$ cat src/design/usd_pkg.sv
// constants, types and register map of the serial data path
// How it works
// - transmit enable set: transmitter owns and drives the transmit pin
// - synchronous mode: transmit bits timed by the external serial clock
// - data write loads buffer; moves to shifter when idle or after stop
// - loaded shifter sends one whole frame at baud or external clock rate
// - character below eight bits: upper written bits ignored
// - buffer-empty flag high when buffer empty, cleared by data write
// - buffer-empty interrupt requested while enabled and flag set
// - transmit-complete set when frame out and buffer empty
// - transmit-complete cleared on interrupt service or by writing one
// - transmit-complete interrupt requested when enabled and flag set
// - parity enable: parity bit after last data bit, before stop
// - transmit disable takes effect once shifter and buffer empty
// - receive enable set: receiver owns the receive pin as input
// - synchronous mode: receiver uses external serial clock
// - frame starts at valid start bit; bits sampled until first stop
// - receiver ignores any second stop bit
// - first stop bit received: shifter moved into receive buffer
// - short characters read back with zero upper bits
// - receive-complete flag shows unread data; disable flushes it
// - receive disable stops reception at once, dropping data
// - frame: low start, data lsb first, high stop, idle high
package usd_pkg;
  localparam logic [11:0] USD_OFS_DATA   = 12'h000;
  localparam logic [11:0] USD_OFS_STATUS = 12'h004;
  localparam logic [11:0] USD_OFS_CTRL   = 12'h008;
  localparam logic [11:0] USD_OFS_FORMAT = 12'h00C;
  localparam logic [11:0] USD_OFS_BAUD   = 12'h010;
  // status bits
  localparam int USD_ST_RXC  = 7;
  localparam int USD_ST_TXC  = 6;
  localparam int USD_ST_TX_BUFFER_EMPTY_FLAG = 5;
  localparam int USD_ST_U2X  = 1;
  // control bits
  localparam int USD_CT_RX_COMPLETE_IRQ_ENABLE = 7;
  localparam int USD_CT_TX_COMPLETE_IRQ_ENABLE = 6;
  localparam int USD_CT_TX_BUFFER_EMPTY_IRQ_ENABLE = 5;
  localparam int USD_CT_RECEIVE_ENABLE  = 4;
  localparam int USD_CT_TRANSMIT_ENABLE  = 3;
  localparam int USD_CT_SZ2   = 2;
  localparam int USD_CT_RX_NINTH_BIT  = 1;
  localparam int USD_CT_TX_NINTH_BIT  = 0;
  // format bits
  localparam int USD_FM_SYNC = 6;
  localparam int USD_FM_PEN  = 5;
  localparam int USD_FM_PODD = 4;
  localparam int USD_FM_STOP2 = 3;
  localparam int USD_FM_SZ1  = 2;
  localparam int USD_FM_SZ0  = 1;
  localparam logic [7:0]  USD_FORMAT_RST = 8'h06;
  localparam logic [11:0] USD_BAUD_RST   = 12'h000;
  localparam logic [2:0]  USD_SZ_NINE    = 3'h7;
  localparam logic [4:0]  USD_OVS_NORM   = 5'h10;
  localparam logic [4:0]  USD_OVS_DBL    = 5'h08;
  localparam logic [3:0]  USD_DBITS_MIN  = 4'h5;
  localparam logic [3:0]  USD_DBITS_MAX  = 4'h9;
  localparam logic [31:0] USD_ZERO32     = 32'h0000_0000;

  typedef struct packed {
    logic       pen;
    logic       podd;
    logic       stop2;
    logic [3:0] dbits;
  } usd_fmt_t;

  typedef struct packed {
    logic       valid;
    logic [8:0] data;
  } usd_char_t;

  typedef enum logic [4:0] {
    USD_TX_IDLE  = 5'b00001,
    USD_TX_START = 5'b00010,
    USD_TX_DATA  = 5'b00100,
    USD_TX_PAR   = 5'b01000,
    USD_TX_STOP  = 5'b10000
  } usd_txst_t;

  typedef enum logic [3:0] {
    USD_RX_IDLE  = 4'b0001,
    USD_RX_START = 4'b0010,
    USD_RX_DATA  = 4'b0100,
    USD_RX_STOP  = 4'b1000
  } usd_rxst_t;

  // data bit count from the three-bit size code
  function automatic logic [3:0] usd_dbits(input logic [2:0] sz);
    case (sz)
      3'h0: usd_dbits = 4'h5;
      3'h1: usd_dbits = 4'h6;
      3'h2: usd_dbits = 4'h7;
      USD_SZ_NINE: usd_dbits = USD_DBITS_MAX;
      default: usd_dbits = 4'h8;
    endcase
  endfunction

  // keep only the low n bits of a nine-bit character
  function automatic logic [8:0] usd_mask(input logic [8:0] d,
                                          input logic [3:0] n);
    logic [8:0] m;
    m = 9'h1FF >> (4'h9 - n);
    usd_mask = d & m;
  endfunction
endpackage

$ cat src/design/usd_tick.sv
// bit tick generator: baud divider or external clock edges
`timescale 1ns/1ps
module usd_tick #(
  parameter int DIV_W = 12
) (
  // clock and reset
  input  wire logic             ref_clk,
  input  wire logic             rst,
  // configuration
  input  wire logic [DIV_W-1:0] divider,
  input  wire logic             double_speed,
  input  wire logic             sync_mode,
  input  wire logic             xck_in,
  // tick outputs
  output logic                  tx_tick,
  output logic                  rx_sample
);
  import usd_pkg::*;
  logic [DIV_W-1:0] div_reg;
  logic [4:0]       ovs_reg;
  logic             x0_reg;
  logic             x1_reg;
  logic             x2_reg;
  logic             base;
  logic [4:0]       ovs_top;

  assign base    = (div_reg == '0);
  assign ovs_top = double_speed ? USD_OVS_DBL : USD_OVS_NORM;

  always_ff @(posedge ref_clk) begin
    if (rst || base) begin
      div_reg <= divider;
    end else begin
      div_reg <= div_reg - 1'b1;
    end
  end

  always_ff @(posedge ref_clk) begin
    if (rst) begin
      ovs_reg <= 5'h00;
    end else if (base) begin
      ovs_reg <= (ovs_reg >= ovs_top - 5'h01) ? 5'h00 : ovs_reg + 5'h01;
    end
  end

  // only x1/x2 feed the edge detector; x0 is the first synchroniser stage
  always_ff @(posedge ref_clk) begin
    if (rst) begin
      x0_reg <= 1'b0;
      x1_reg <= 1'b0;
      x2_reg <= 1'b0;
    end else begin
      x0_reg <= xck_in;
      x1_reg <= x0_reg;
      x2_reg <= x1_reg;
    end
  end

  // change on rising, sample on falling external edge
  always_comb begin
    if (sync_mode) begin
      tx_tick   = x1_reg & ~x2_reg;
      rx_sample = ~x1_reg & x2_reg;
    end else begin
      tx_tick   = base && (ovs_reg == 5'h00);
      rx_sample = base && (ovs_reg == (ovs_top >> 1));
    end
  end
endmodule

$ cat src/design/usd_top.sv
// serial transmit and receive data path with apb register access
`timescale 1ns/1ps
module usd_top #(
  parameter int DIV_W = 12
) (
  // clock and reset
  input  wire logic        ref_clk,
  input  wire logic        rst,
  // apb slave
  input  wire logic        psel,
  input  wire logic        penable,
  input  wire logic        pwrite,
  input  wire logic [11:0] paddr,
  input  wire logic [31:0] pwdata,
  output logic [31:0]      prdata,
  output logic             pready,
  output logic             pslverr,
  // serial pins
  input  wire logic        rxd_in,
  output logic             txd_out,
  output logic             txd_oe,
  input  wire logic        xck_in,
  // interrupt requests and service
  output logic             irq_rx_complete,
  output logic             irq_tx_buffer_empty,
  output logic             irq_tx_complete,
  input  wire logic        tx_complete_ack
);
  import usd_pkg::*;

  logic [7:0]       status_reg;
  logic [7:0]       control_reg;
  logic [7:0]       format_reg;
  logic [DIV_W-1:0] baud_reg;
  usd_char_t        txbuf_reg;
  usd_char_t        rxbuf_reg;
  logic [8:0]       txsh_reg;
  logic [3:0]       txcnt_reg;
  logic             txpar_reg;
  logic             txstop2_reg;
  logic             txc_reg;
  logic             transmit_enable_eff_reg;
  usd_txst_t        txst_reg;
  usd_rxst_t        rxst_reg;
  logic [8:0]       rxsh_reg;
  logic [3:0]       rxcnt_reg;
  logic             rxd_s_reg;
  logic [31:0]      prdata_reg;
  logic             txd_reg;
  usd_fmt_t         fmt;
  logic             wr;
  logic             rd;
  logic             wr_data;
  logic             rd_data;
  logic             tx_tick;
  logic             rx_sample;
  logic             tx_load;
  logic             tx_last;
  logic             rx_done;
  logic             receive_enable;

  assign fmt.pen   = format_reg[USD_FM_PEN];
  assign fmt.podd  = format_reg[USD_FM_PODD];
  assign fmt.stop2 = format_reg[USD_FM_STOP2];
  assign fmt.dbits = usd_dbits({control_reg[USD_CT_SZ2],
                               format_reg[USD_FM_SZ1],
                               format_reg[USD_FM_SZ0]});
  assign receive_enable      = control_reg[USD_CT_RECEIVE_ENABLE];

  // zero-wait apb: every access completes in its first access cycle
  assign pready  = 1'b1;
  assign pslverr = 1'b0;
  assign wr      = psel && penable && pwrite;
  assign rd      = psel && penable && !pwrite;
  assign wr_data = wr && (paddr == USD_OFS_DATA);
  assign rd_data = rd && (paddr == USD_OFS_DATA);
  assign prdata  = prdata_reg;

  usd_tick #(
    .DIV_W       (DIV_W)
  ) u_tick (
    .ref_clk     (ref_clk),
    .rst         (rst),
    .divider     (baud_reg),
    .double_speed(status_reg[USD_ST_U2X]),
    .sync_mode   (format_reg[USD_FM_SYNC]),
    .xck_in      (xck_in),
    .tx_tick     (tx_tick),
    .rx_sample   (rx_sample)
  );

  // configuration registers; software is expected to set them first
  always_ff @(posedge ref_clk) begin
    if (rst) begin
      control_reg <= 8'h00;
      format_reg  <= USD_FORMAT_RST;
      baud_reg    <= USD_BAUD_RST[DIV_W-1:0];
      status_reg  <= 8'h00;
    end else begin
      if (wr && paddr == USD_OFS_CTRL) begin
        control_reg <= {pwdata[7:2], control_reg[USD_CT_RX_NINTH_BIT],
                        pwdata[USD_CT_TX_NINTH_BIT]};
      end else if (rx_done) begin
        control_reg[USD_CT_RX_NINTH_BIT] <= rxsh_reg[8];
      end
      if (wr && paddr == USD_OFS_FORMAT) begin
        format_reg <= pwdata[7:0];
      end
      if (wr && paddr == USD_OFS_BAUD) begin
        baud_reg <= pwdata[DIV_W-1:0];
      end
      // buffer-empty position is read-only; writes of it are ignored
      if (wr && paddr == USD_OFS_STATUS) begin
        status_reg[USD_ST_U2X] <= pwdata[USD_ST_U2X];
      end
    end
  end

  // loaded in the setup cycle so the data stand at the access edge
  always_ff @(posedge ref_clk) begin
    if (rst) begin
      prdata_reg <= USD_ZERO32;
    end else if (psel && !penable && !pwrite) begin
      case (paddr)
        USD_OFS_DATA:   prdata_reg <= {24'h0, rxbuf_reg.data[7:0]};
        USD_OFS_STATUS: prdata_reg <= {24'h0, rxbuf_reg.valid, txc_reg,
                                       !txbuf_reg.valid, 3'h0,
                                       status_reg[USD_ST_U2X], 1'b0};
        USD_OFS_CTRL:   prdata_reg <= {24'h0, control_reg};
        USD_OFS_FORMAT: prdata_reg <= {24'h0, format_reg};
        USD_OFS_BAUD:   prdata_reg <= {{(32-DIV_W){1'b0}}, baud_reg};
        default:        prdata_reg <= USD_ZERO32;
      endcase
    end
  end

  // transmit buffer; a write always wins over the move to the shifter
  // an idle shifter loads on a tick so the start bit lasts a full bit
  assign tx_load = txbuf_reg.valid &&
                   ((txst_reg == USD_TX_IDLE && tx_tick) || tx_last);
  always_ff @(posedge ref_clk) begin
    if (rst) begin
      txbuf_reg <= '0;
    end else if (wr_data) begin
      txbuf_reg.valid <= 1'b1;
      txbuf_reg.data  <= usd_mask({control_reg[USD_CT_TX_NINTH_BIT], pwdata[7:0]},
                                  fmt.dbits);
    end else if (tx_load) begin
      txbuf_reg.valid <= 1'b0;
    end
  end

  // last stop bit ends on this tick
  assign tx_last = tx_tick && (txst_reg == USD_TX_STOP) &&
                   (!txstop2_reg || txcnt_reg != 4'h0);

  always_ff @(posedge ref_clk) begin
    if (rst) begin
      txst_reg    <= USD_TX_IDLE;
      txsh_reg    <= 9'h000;
      txcnt_reg   <= 4'h0;
      txpar_reg   <= 1'b0;
      txstop2_reg <= 1'b0;
    end else if (tx_load && txst_reg == USD_TX_IDLE) begin
      txst_reg    <= USD_TX_START;
      txsh_reg    <= txbuf_reg.data;
      txpar_reg   <= ^txbuf_reg.data ^ fmt.podd;
      txstop2_reg <= fmt.stop2;
      txcnt_reg   <= 4'h0;
    end else if (tx_tick) begin
      case (txst_reg)
        USD_TX_START: begin
          txst_reg <= USD_TX_DATA;
        end
        USD_TX_DATA: begin
          txsh_reg  <= txsh_reg >> 1;
          txcnt_reg <= txcnt_reg + 4'h1;
          if (txcnt_reg == fmt.dbits - 4'h1) begin
            txst_reg  <= fmt.pen ? USD_TX_PAR : USD_TX_STOP;
            txcnt_reg <= 4'h0;
          end
        end
        USD_TX_PAR: begin
          txst_reg <= USD_TX_STOP;
        end
        USD_TX_STOP: begin
          txcnt_reg <= txcnt_reg + 4'h1;
          if (tx_last) begin
            // back-to-back frame when the buffer is already loaded
            txst_reg    <= txbuf_reg.valid ? USD_TX_START : USD_TX_IDLE;
            txsh_reg    <= txbuf_reg.data;
            txpar_reg   <= ^txbuf_reg.data ^ fmt.podd;
            txstop2_reg <= fmt.stop2;
            txcnt_reg   <= 4'h0;
          end
        end
        default: begin
          txst_reg <= USD_TX_IDLE;
        end
      endcase
    end
  end

  // serial output, registered
  always_ff @(posedge ref_clk) begin
    if (rst) begin
      txd_reg <= 1'b1;
    end else begin
      case (txst_reg)
        USD_TX_START: txd_reg <= 1'b0;
        USD_TX_DATA:  txd_reg <= txsh_reg[0];
        USD_TX_PAR:   txd_reg <= txpar_reg;
        default:      txd_reg <= 1'b1;
      endcase
    end
  end

  // pin ownership released only once nothing is left to send
  always_ff @(posedge ref_clk) begin
    if (rst) begin
      transmit_enable_eff_reg <= 1'b0;
    end else if (control_reg[USD_CT_TRANSMIT_ENABLE]) begin
      transmit_enable_eff_reg <= 1'b1;
    end else if (txst_reg == USD_TX_IDLE && !txbuf_reg.valid) begin
      transmit_enable_eff_reg <= 1'b0;
    end
  end
  assign txd_oe  = transmit_enable_eff_reg;
  assign txd_out = txd_reg;

  // set wins over clear
  always_ff @(posedge ref_clk) begin
    if (rst) begin
      txc_reg <= 1'b0;
    end else if (tx_last && !txbuf_reg.valid) begin
      txc_reg <= 1'b1;
    end else if (tx_complete_ack ||
                 (wr && paddr == USD_OFS_STATUS && pwdata[USD_ST_TXC])) begin
      txc_reg <= 1'b0;
    end
  end

  assign irq_tx_buffer_empty = control_reg[USD_CT_TX_BUFFER_EMPTY_IRQ_ENABLE] &&
                               !txbuf_reg.valid;
  assign irq_tx_complete     = control_reg[USD_CT_TX_COMPLETE_IRQ_ENABLE] && txc_reg;
  assign irq_rx_complete     = control_reg[USD_CT_RX_COMPLETE_IRQ_ENABLE] && rxbuf_reg.valid;

  // receiver; pin is only looked at while enabled
  always_ff @(posedge ref_clk) begin
    if (rst) begin
      rxd_s_reg <= 1'b1;
    end else begin
      rxd_s_reg <= receive_enable ? rxd_in : 1'b1;
    end
  end

  assign rx_done = receive_enable && rx_sample && rxst_reg == USD_RX_STOP;

  always_ff @(posedge ref_clk) begin
    if (rst || !receive_enable) begin
      rxst_reg  <= USD_RX_IDLE;
      rxsh_reg  <= 9'h000;
      rxcnt_reg <= 4'h0;
    end else if (rx_sample) begin
      case (rxst_reg)
        USD_RX_IDLE: begin
          // the low sample already lies inside the start bit
          if (!rxd_s_reg) begin
            rxst_reg  <= USD_RX_DATA;
            rxcnt_reg <= 4'h0;
            rxsh_reg  <= 9'h000;
          end
        end
        USD_RX_START: begin
          // a start bit that is high again was a glitch
          rxst_reg  <= rxd_s_reg ? USD_RX_IDLE : USD_RX_DATA;
          rxcnt_reg <= 4'h0;
          rxsh_reg  <= 9'h000;
        end
        USD_RX_DATA: begin
          rxsh_reg[rxcnt_reg] <= rxd_s_reg;
          rxcnt_reg           <= rxcnt_reg + 4'h1;
          if (rxcnt_reg == fmt.dbits - 4'h1 + {3'h0, fmt.pen}) begin
            rxst_reg <= USD_RX_STOP;
          end
        end
        USD_RX_STOP: begin
          rxst_reg <= USD_RX_IDLE;
        end
        default: begin
          rxst_reg <= USD_RX_IDLE;
        end
      endcase
    end
  end

  // new frame wins over a read in the same cycle
  always_ff @(posedge ref_clk) begin
    if (rst || !receive_enable) begin
      rxbuf_reg <= '0;
    end else if (rx_done) begin
      rxbuf_reg.valid <= 1'b1;
      rxbuf_reg.data  <= usd_mask(rxsh_reg, fmt.dbits);
    end else if (rd_data) begin
      rxbuf_reg.valid <= 1'b0;
    end
  end

  a_empty_after_wr: assert property (@(posedge ref_clk) disable iff (rst)
    wr_data |=> !irq_tx_buffer_empty && txbuf_reg.valid)
    else $error("buffer not full after data write");
  a_txc_set: assert property (@(posedge ref_clk) disable iff (rst)
    (tx_last && !txbuf_reg.valid) |=> txc_reg)
    else $error("tx complete not set");
  a_txc_clear: assert property (@(posedge ref_clk) disable iff (rst)
    (tx_complete_ack && !tx_last) |=> !txc_reg)
    else $error("tx complete not cleared");
  a_start_low: assert property (@(posedge ref_clk) disable iff (rst)
    (txst_reg == USD_TX_START) |=> !txd_out)
    else $error("start bit not low");
  a_idle_high: assert property (@(posedge ref_clk) disable iff (rst)
    (txst_reg == USD_TX_IDLE) [*2] |-> txd_out)
    else $error("idle line not high");
  a_oe_hold: assert property (@(posedge ref_clk) disable iff (rst)
    (txd_oe && txst_reg != USD_TX_IDLE) |=> txd_oe)
    else $error("pin released mid frame");
  a_rx_flush: assert property (@(posedge ref_clk) disable iff (rst)
    !receive_enable |=> !rxbuf_reg.valid && rxst_reg == USD_RX_IDLE)
    else $error("receiver not flushed");
  a_rx_store: assert property (@(posedge ref_clk) disable iff (rst)
    rx_done |=> rxbuf_reg.valid ##1 ($stable(rxbuf_reg.data) || !receive_enable))
    else $error("frame not stored");
  a_load_move: assert property (@(posedge ref_clk) disable iff (rst)
    (tx_load && txst_reg == USD_TX_IDLE && !wr_data) |=>
      txst_reg == USD_TX_START && !txbuf_reg.valid)
    else $error("buffer not moved to shifter");
endmodule

$ cat config.mk
export PLATFORM = sky130hd
export DESIGN_NAME = usd_top
export DESIGN_NICKNAME = d
export VERILOG_FILES = /design/src/design/usd_pkg.sv /design/src/design/usd_tick.sv /design/src/design/usd_top.sv
export SDC_FILE = /design/constraint.sdc
export NUM_CORES = 1
export LEC_CHECK = 0
export BUFFER_PORTS_ARGS = -buffer_cell sky130_fd_sc_hd__clkbuf_2
export CORE_ASPECT_RATIO = 0.8
export CORE_MARGIN = 10
export CORE_UTILIZATION = 60
export CTS_CLUSTER_SIZE = 25
export DETAILED_ROUTE_END_ITERATION = 16
export GPL_TIMING_DRIVEN = 0
export PLACE_DENSITY = 0.83
export SKIP_LAST_GASP = 1
export SYNTH_ARGS = -nofsm -noshare
export SYNTH_HDL_FRONTEND = slang
export SYNTH_HIERARCHICAL = 1
export SYNTH_SLANG_ARGS = --single-unit
$ cat constraint.sdc
create_clock -name ref_clk -period 7.1 [get_ports ref_clk]
set_clock_uncertainty 0.1 [all_clocks]
set_input_delay 0.355 -clock ref_clk [delete_from_list [all_inputs] [get_ports ref_clk]]
set_output_delay 0.355 -clock ref_clk [all_outputs]
set_load 0.05 [all_outputs]
==> flow_metrics.tcl <==
set metrics [dict create \
    drc 0 \
    crit_path_max_fanout 9 \
    num_vias 5848 \
    num_io_pins 91 \
    yosys.area.top_type "dfxtp_1" \
    worstRegToRegCells 10 \
    syn_area_per_cell_um2 8.43 \
    period_share 0.485 \
    viasPerCell 5.98 \
    hold_path_end "rxd_s_reg$_SDFF_PP1_" \
    die_area_mm2 0.0149 \
    grt_pass1_vias 5428 \
    wl_per_cell_um 18.1 \
    maxSlewViolCount 0 \
    yosys_warnings 6 \
    synth_area_mm2 0.00625 \
    core_mm2 0.0102 \
    tns_ps 0 \
    place.detailed.hpwl_um 13100 \
    hold_viol_final 0 \
    synth_cell_types 71 \
    min-delay-start "rxd_in" \
    cts_max_level 4 \
    first_pass_iters 5 \
    yosys-top-cells-count "dfxtp_1 (120), nand2_1 (95), a21oi_1 (77)" \
    netlist_instances 741 \
    end_kind "register" \
    cts-buffers-inserted 17 \
    cts_setup_buffers 0 \
    critical_path_class "reg2reg" \
    postCtsResizedCells 0 \
    required_ps 7310 \
    ant_nets 0 \
    cts_tree "yes" \
    cts_sinks 120 \
    yosysSeqAreaShare 0.385 \
    overflow 0 \
    vdd_drop_max_uv 207 \
    portBuffers 46 \
    worst_hold_path_type "in2reg" \
    synth_seq_cells 120 \
    setup_viol 0 \
    clock_insertion_delay_worst_skew_ps 410 \
    drive_above_1_share 0.169 \
    maxCapViolations 0 \
    rsz0062_at_grt "false" \
    grt_start_max_net_pins 17 \
    grtUsageTotal 0.230 \
    synth-edff-count 0 \
    worstSetupStartpointType "register" \
    initial_core_util 0.612 \
    antenna_found_initial 0 \
    layout.nets 896 \
    synth_ff_type "dfxtp_1" \
    power_density_mw_per_mm2 217 \
    r2r_start "u_tick/div_reg[4]$_DFF_P_" \
    cts_hold_buf 0 \
    area_delta_synth_final_pct 16.0 \
    diodes 0 \
    slew_headroom 0.548 \
    dp_cells 947 \
    async_flop_share 0 \
    die_y_um 111 \
    wirelength_um 17700 \
    max_freq_mhz 290 \
    reg2reg_to "txsh_reg[1]$_SDFFE_PP0P_" \
    fin_crit_ps 3450 \
    final_cells 978 \
    cts_max_path_buffers 2 \
    r2r_slack_ps 3650 \
    worst_pin_slew_ps 672 \
    yosysTopAreaCellShare 0.385 \
    clkTransAtPathRegs_ps 60 \
    synth_area_leaders "dfxtp_1 (38%), a21oi_1 (6.2%), nand2_1 (5.7%), mux2i_1 (4.3%), nor2_1 (4.0%)" \
    place_congestion 0.944 \
    min_path_cells 2 \
    worstPathArrival_ps 3650 \
    ctsRootBufferMaster "clkbuf_16" \
    drt_iter0_drc 781 \
    die_x_um 134 \
    rows 33 \
    status "completed" \
    grt_pass1_wl_um 28100 \
    synth.most_common_cell "dfxtp_1" \
    p_leak_nw 2.66 \
]
report_power, final:
part	total [mW]	switching (mW)	internal [mW]
combinational	0.123	0.0830	0.0399
clock	0.757	0.299	0.457
sequential	0.694	0.0110	0.683
total	1.57	0.393	1.18
cell type report:
type                            instances  area [um^2]
Tap cell                              140          175
Clock buffer                           22          464
Clock inverter                          9         52.6
Fill cell                             772         2960
Sequential cell                       120         2400
Multi-Input combinational cell        564         3510
Buffer                                 57          334
Timing Repair Buffer                   46          230
Inverter                               20         75.1
placed cells by master (no fill, tap or decap), types with 12 or more instances in the layout:
master	instances
dfxtp_1	120
a21oi_1	77
conb_1	22
mux2i_1	27
o21ai_0	21
nor2_1	67
clkbuf_16	17
a211oi_1	14
nand4_1	15
buf_2	12
clkbuf_2	46
xnor2_1	26
nand3_1	42
nand2_1	95
ha_1	18
buf_4	24
clkbuf_1	21
inv_1	20
worst max-delay path, cell delays in order (launching register included):
cell	delay (ps)
dfxtp_1	380
nor4_2	530
and4_1	450
nand3_1	170
o32ai_1	260
clkbuf_1	370
nand4_2	240
and2_1	230
buf_6	150
mux2i_1	150
a211oi_1	300
kinds of logic (layout without fill, tap and decap cells):
logic type / after synthesis / after routing / synth area share
simple gates: 292 / 292 / 0.242
flops: 120 / 120 / 0.385
xor+xnor: 33 / 33 / 0.0463
buf+inv: 77 / 154 / 0.0655
mux: 33 / 33 / 0.0541
compound gates: 166 / 166 / 0.171
other cells: 2 / 22 / 0.00120
fa+ha+maj: 18 / 18 / 0.0361
layer usage:
metal | share of wire | wire (um) | vias up | GRT usage
li1 | - | - | 2744 | -
met1 | 0.43 | 7520 | 2768 | 0.304
met2 | 0.45 | 7960 | 308 | 0.352
met3 | 0.11 | 1950 | 28 | 0.0784
met4 | 0.014 | 243 | 0 | 0.0558
met5 | 0 | 0 | - | 0
how the worst max path moves through the flow:
stage | endpoint | cells after the start | startpoint | slack (ps)
finish | txsh_reg[1]$_SDFFE_PP0P_ | 10 | u_tick/div_reg[4]$_DFF_P_ | 3650
global route | txcnt_reg[3]$_SDFFE_PP0P_ | 10 | u_tick/div_reg[4]$_DFF_P_ | 3420
CTS | txsh_reg[1]$_SDFFE_PP0P_ | 10 | u_tick/div_reg[4]$_DFF_P_ | 3810
detailed placement | txcnt_reg[3]$_SDFFE_PP0P_ | 10 | u_tick/div_reg[4]$_DFF_P_ | 3830
global placement | rxcnt_reg[3]$_SDFFE_PP0P_ | 10 | u_tick/div_reg[4]$_DFF_P_ | 3940
floorplan | txcnt_reg[3]$_SDFFE_PP0P_ | 12 | u_tick/div_reg[0]$_DFF_P_ | 4400
per-stage QoR:
stage / util / hold slack (ps) / setup slack [ps] / cell area [um^2] / power, mW
floorplan: - / 314 / 4400 / 6320 / 0.796
global placement: 0.660 / 322 / 3940 / 6730 / 0.823
detailed placement: 0.660 / 329 / 3830 / 6730 / 0.827
CTS: 0.710 / 18.8 / 3810 / 7240 / 1.57
global route: 0.710 / 30.5 / 3420 / 7240 / 1.61
finish: 0.710 / 22.7 / 3650 / 7240 / 1.57
No activity file was read; power rests on OpenSTA's default activity.
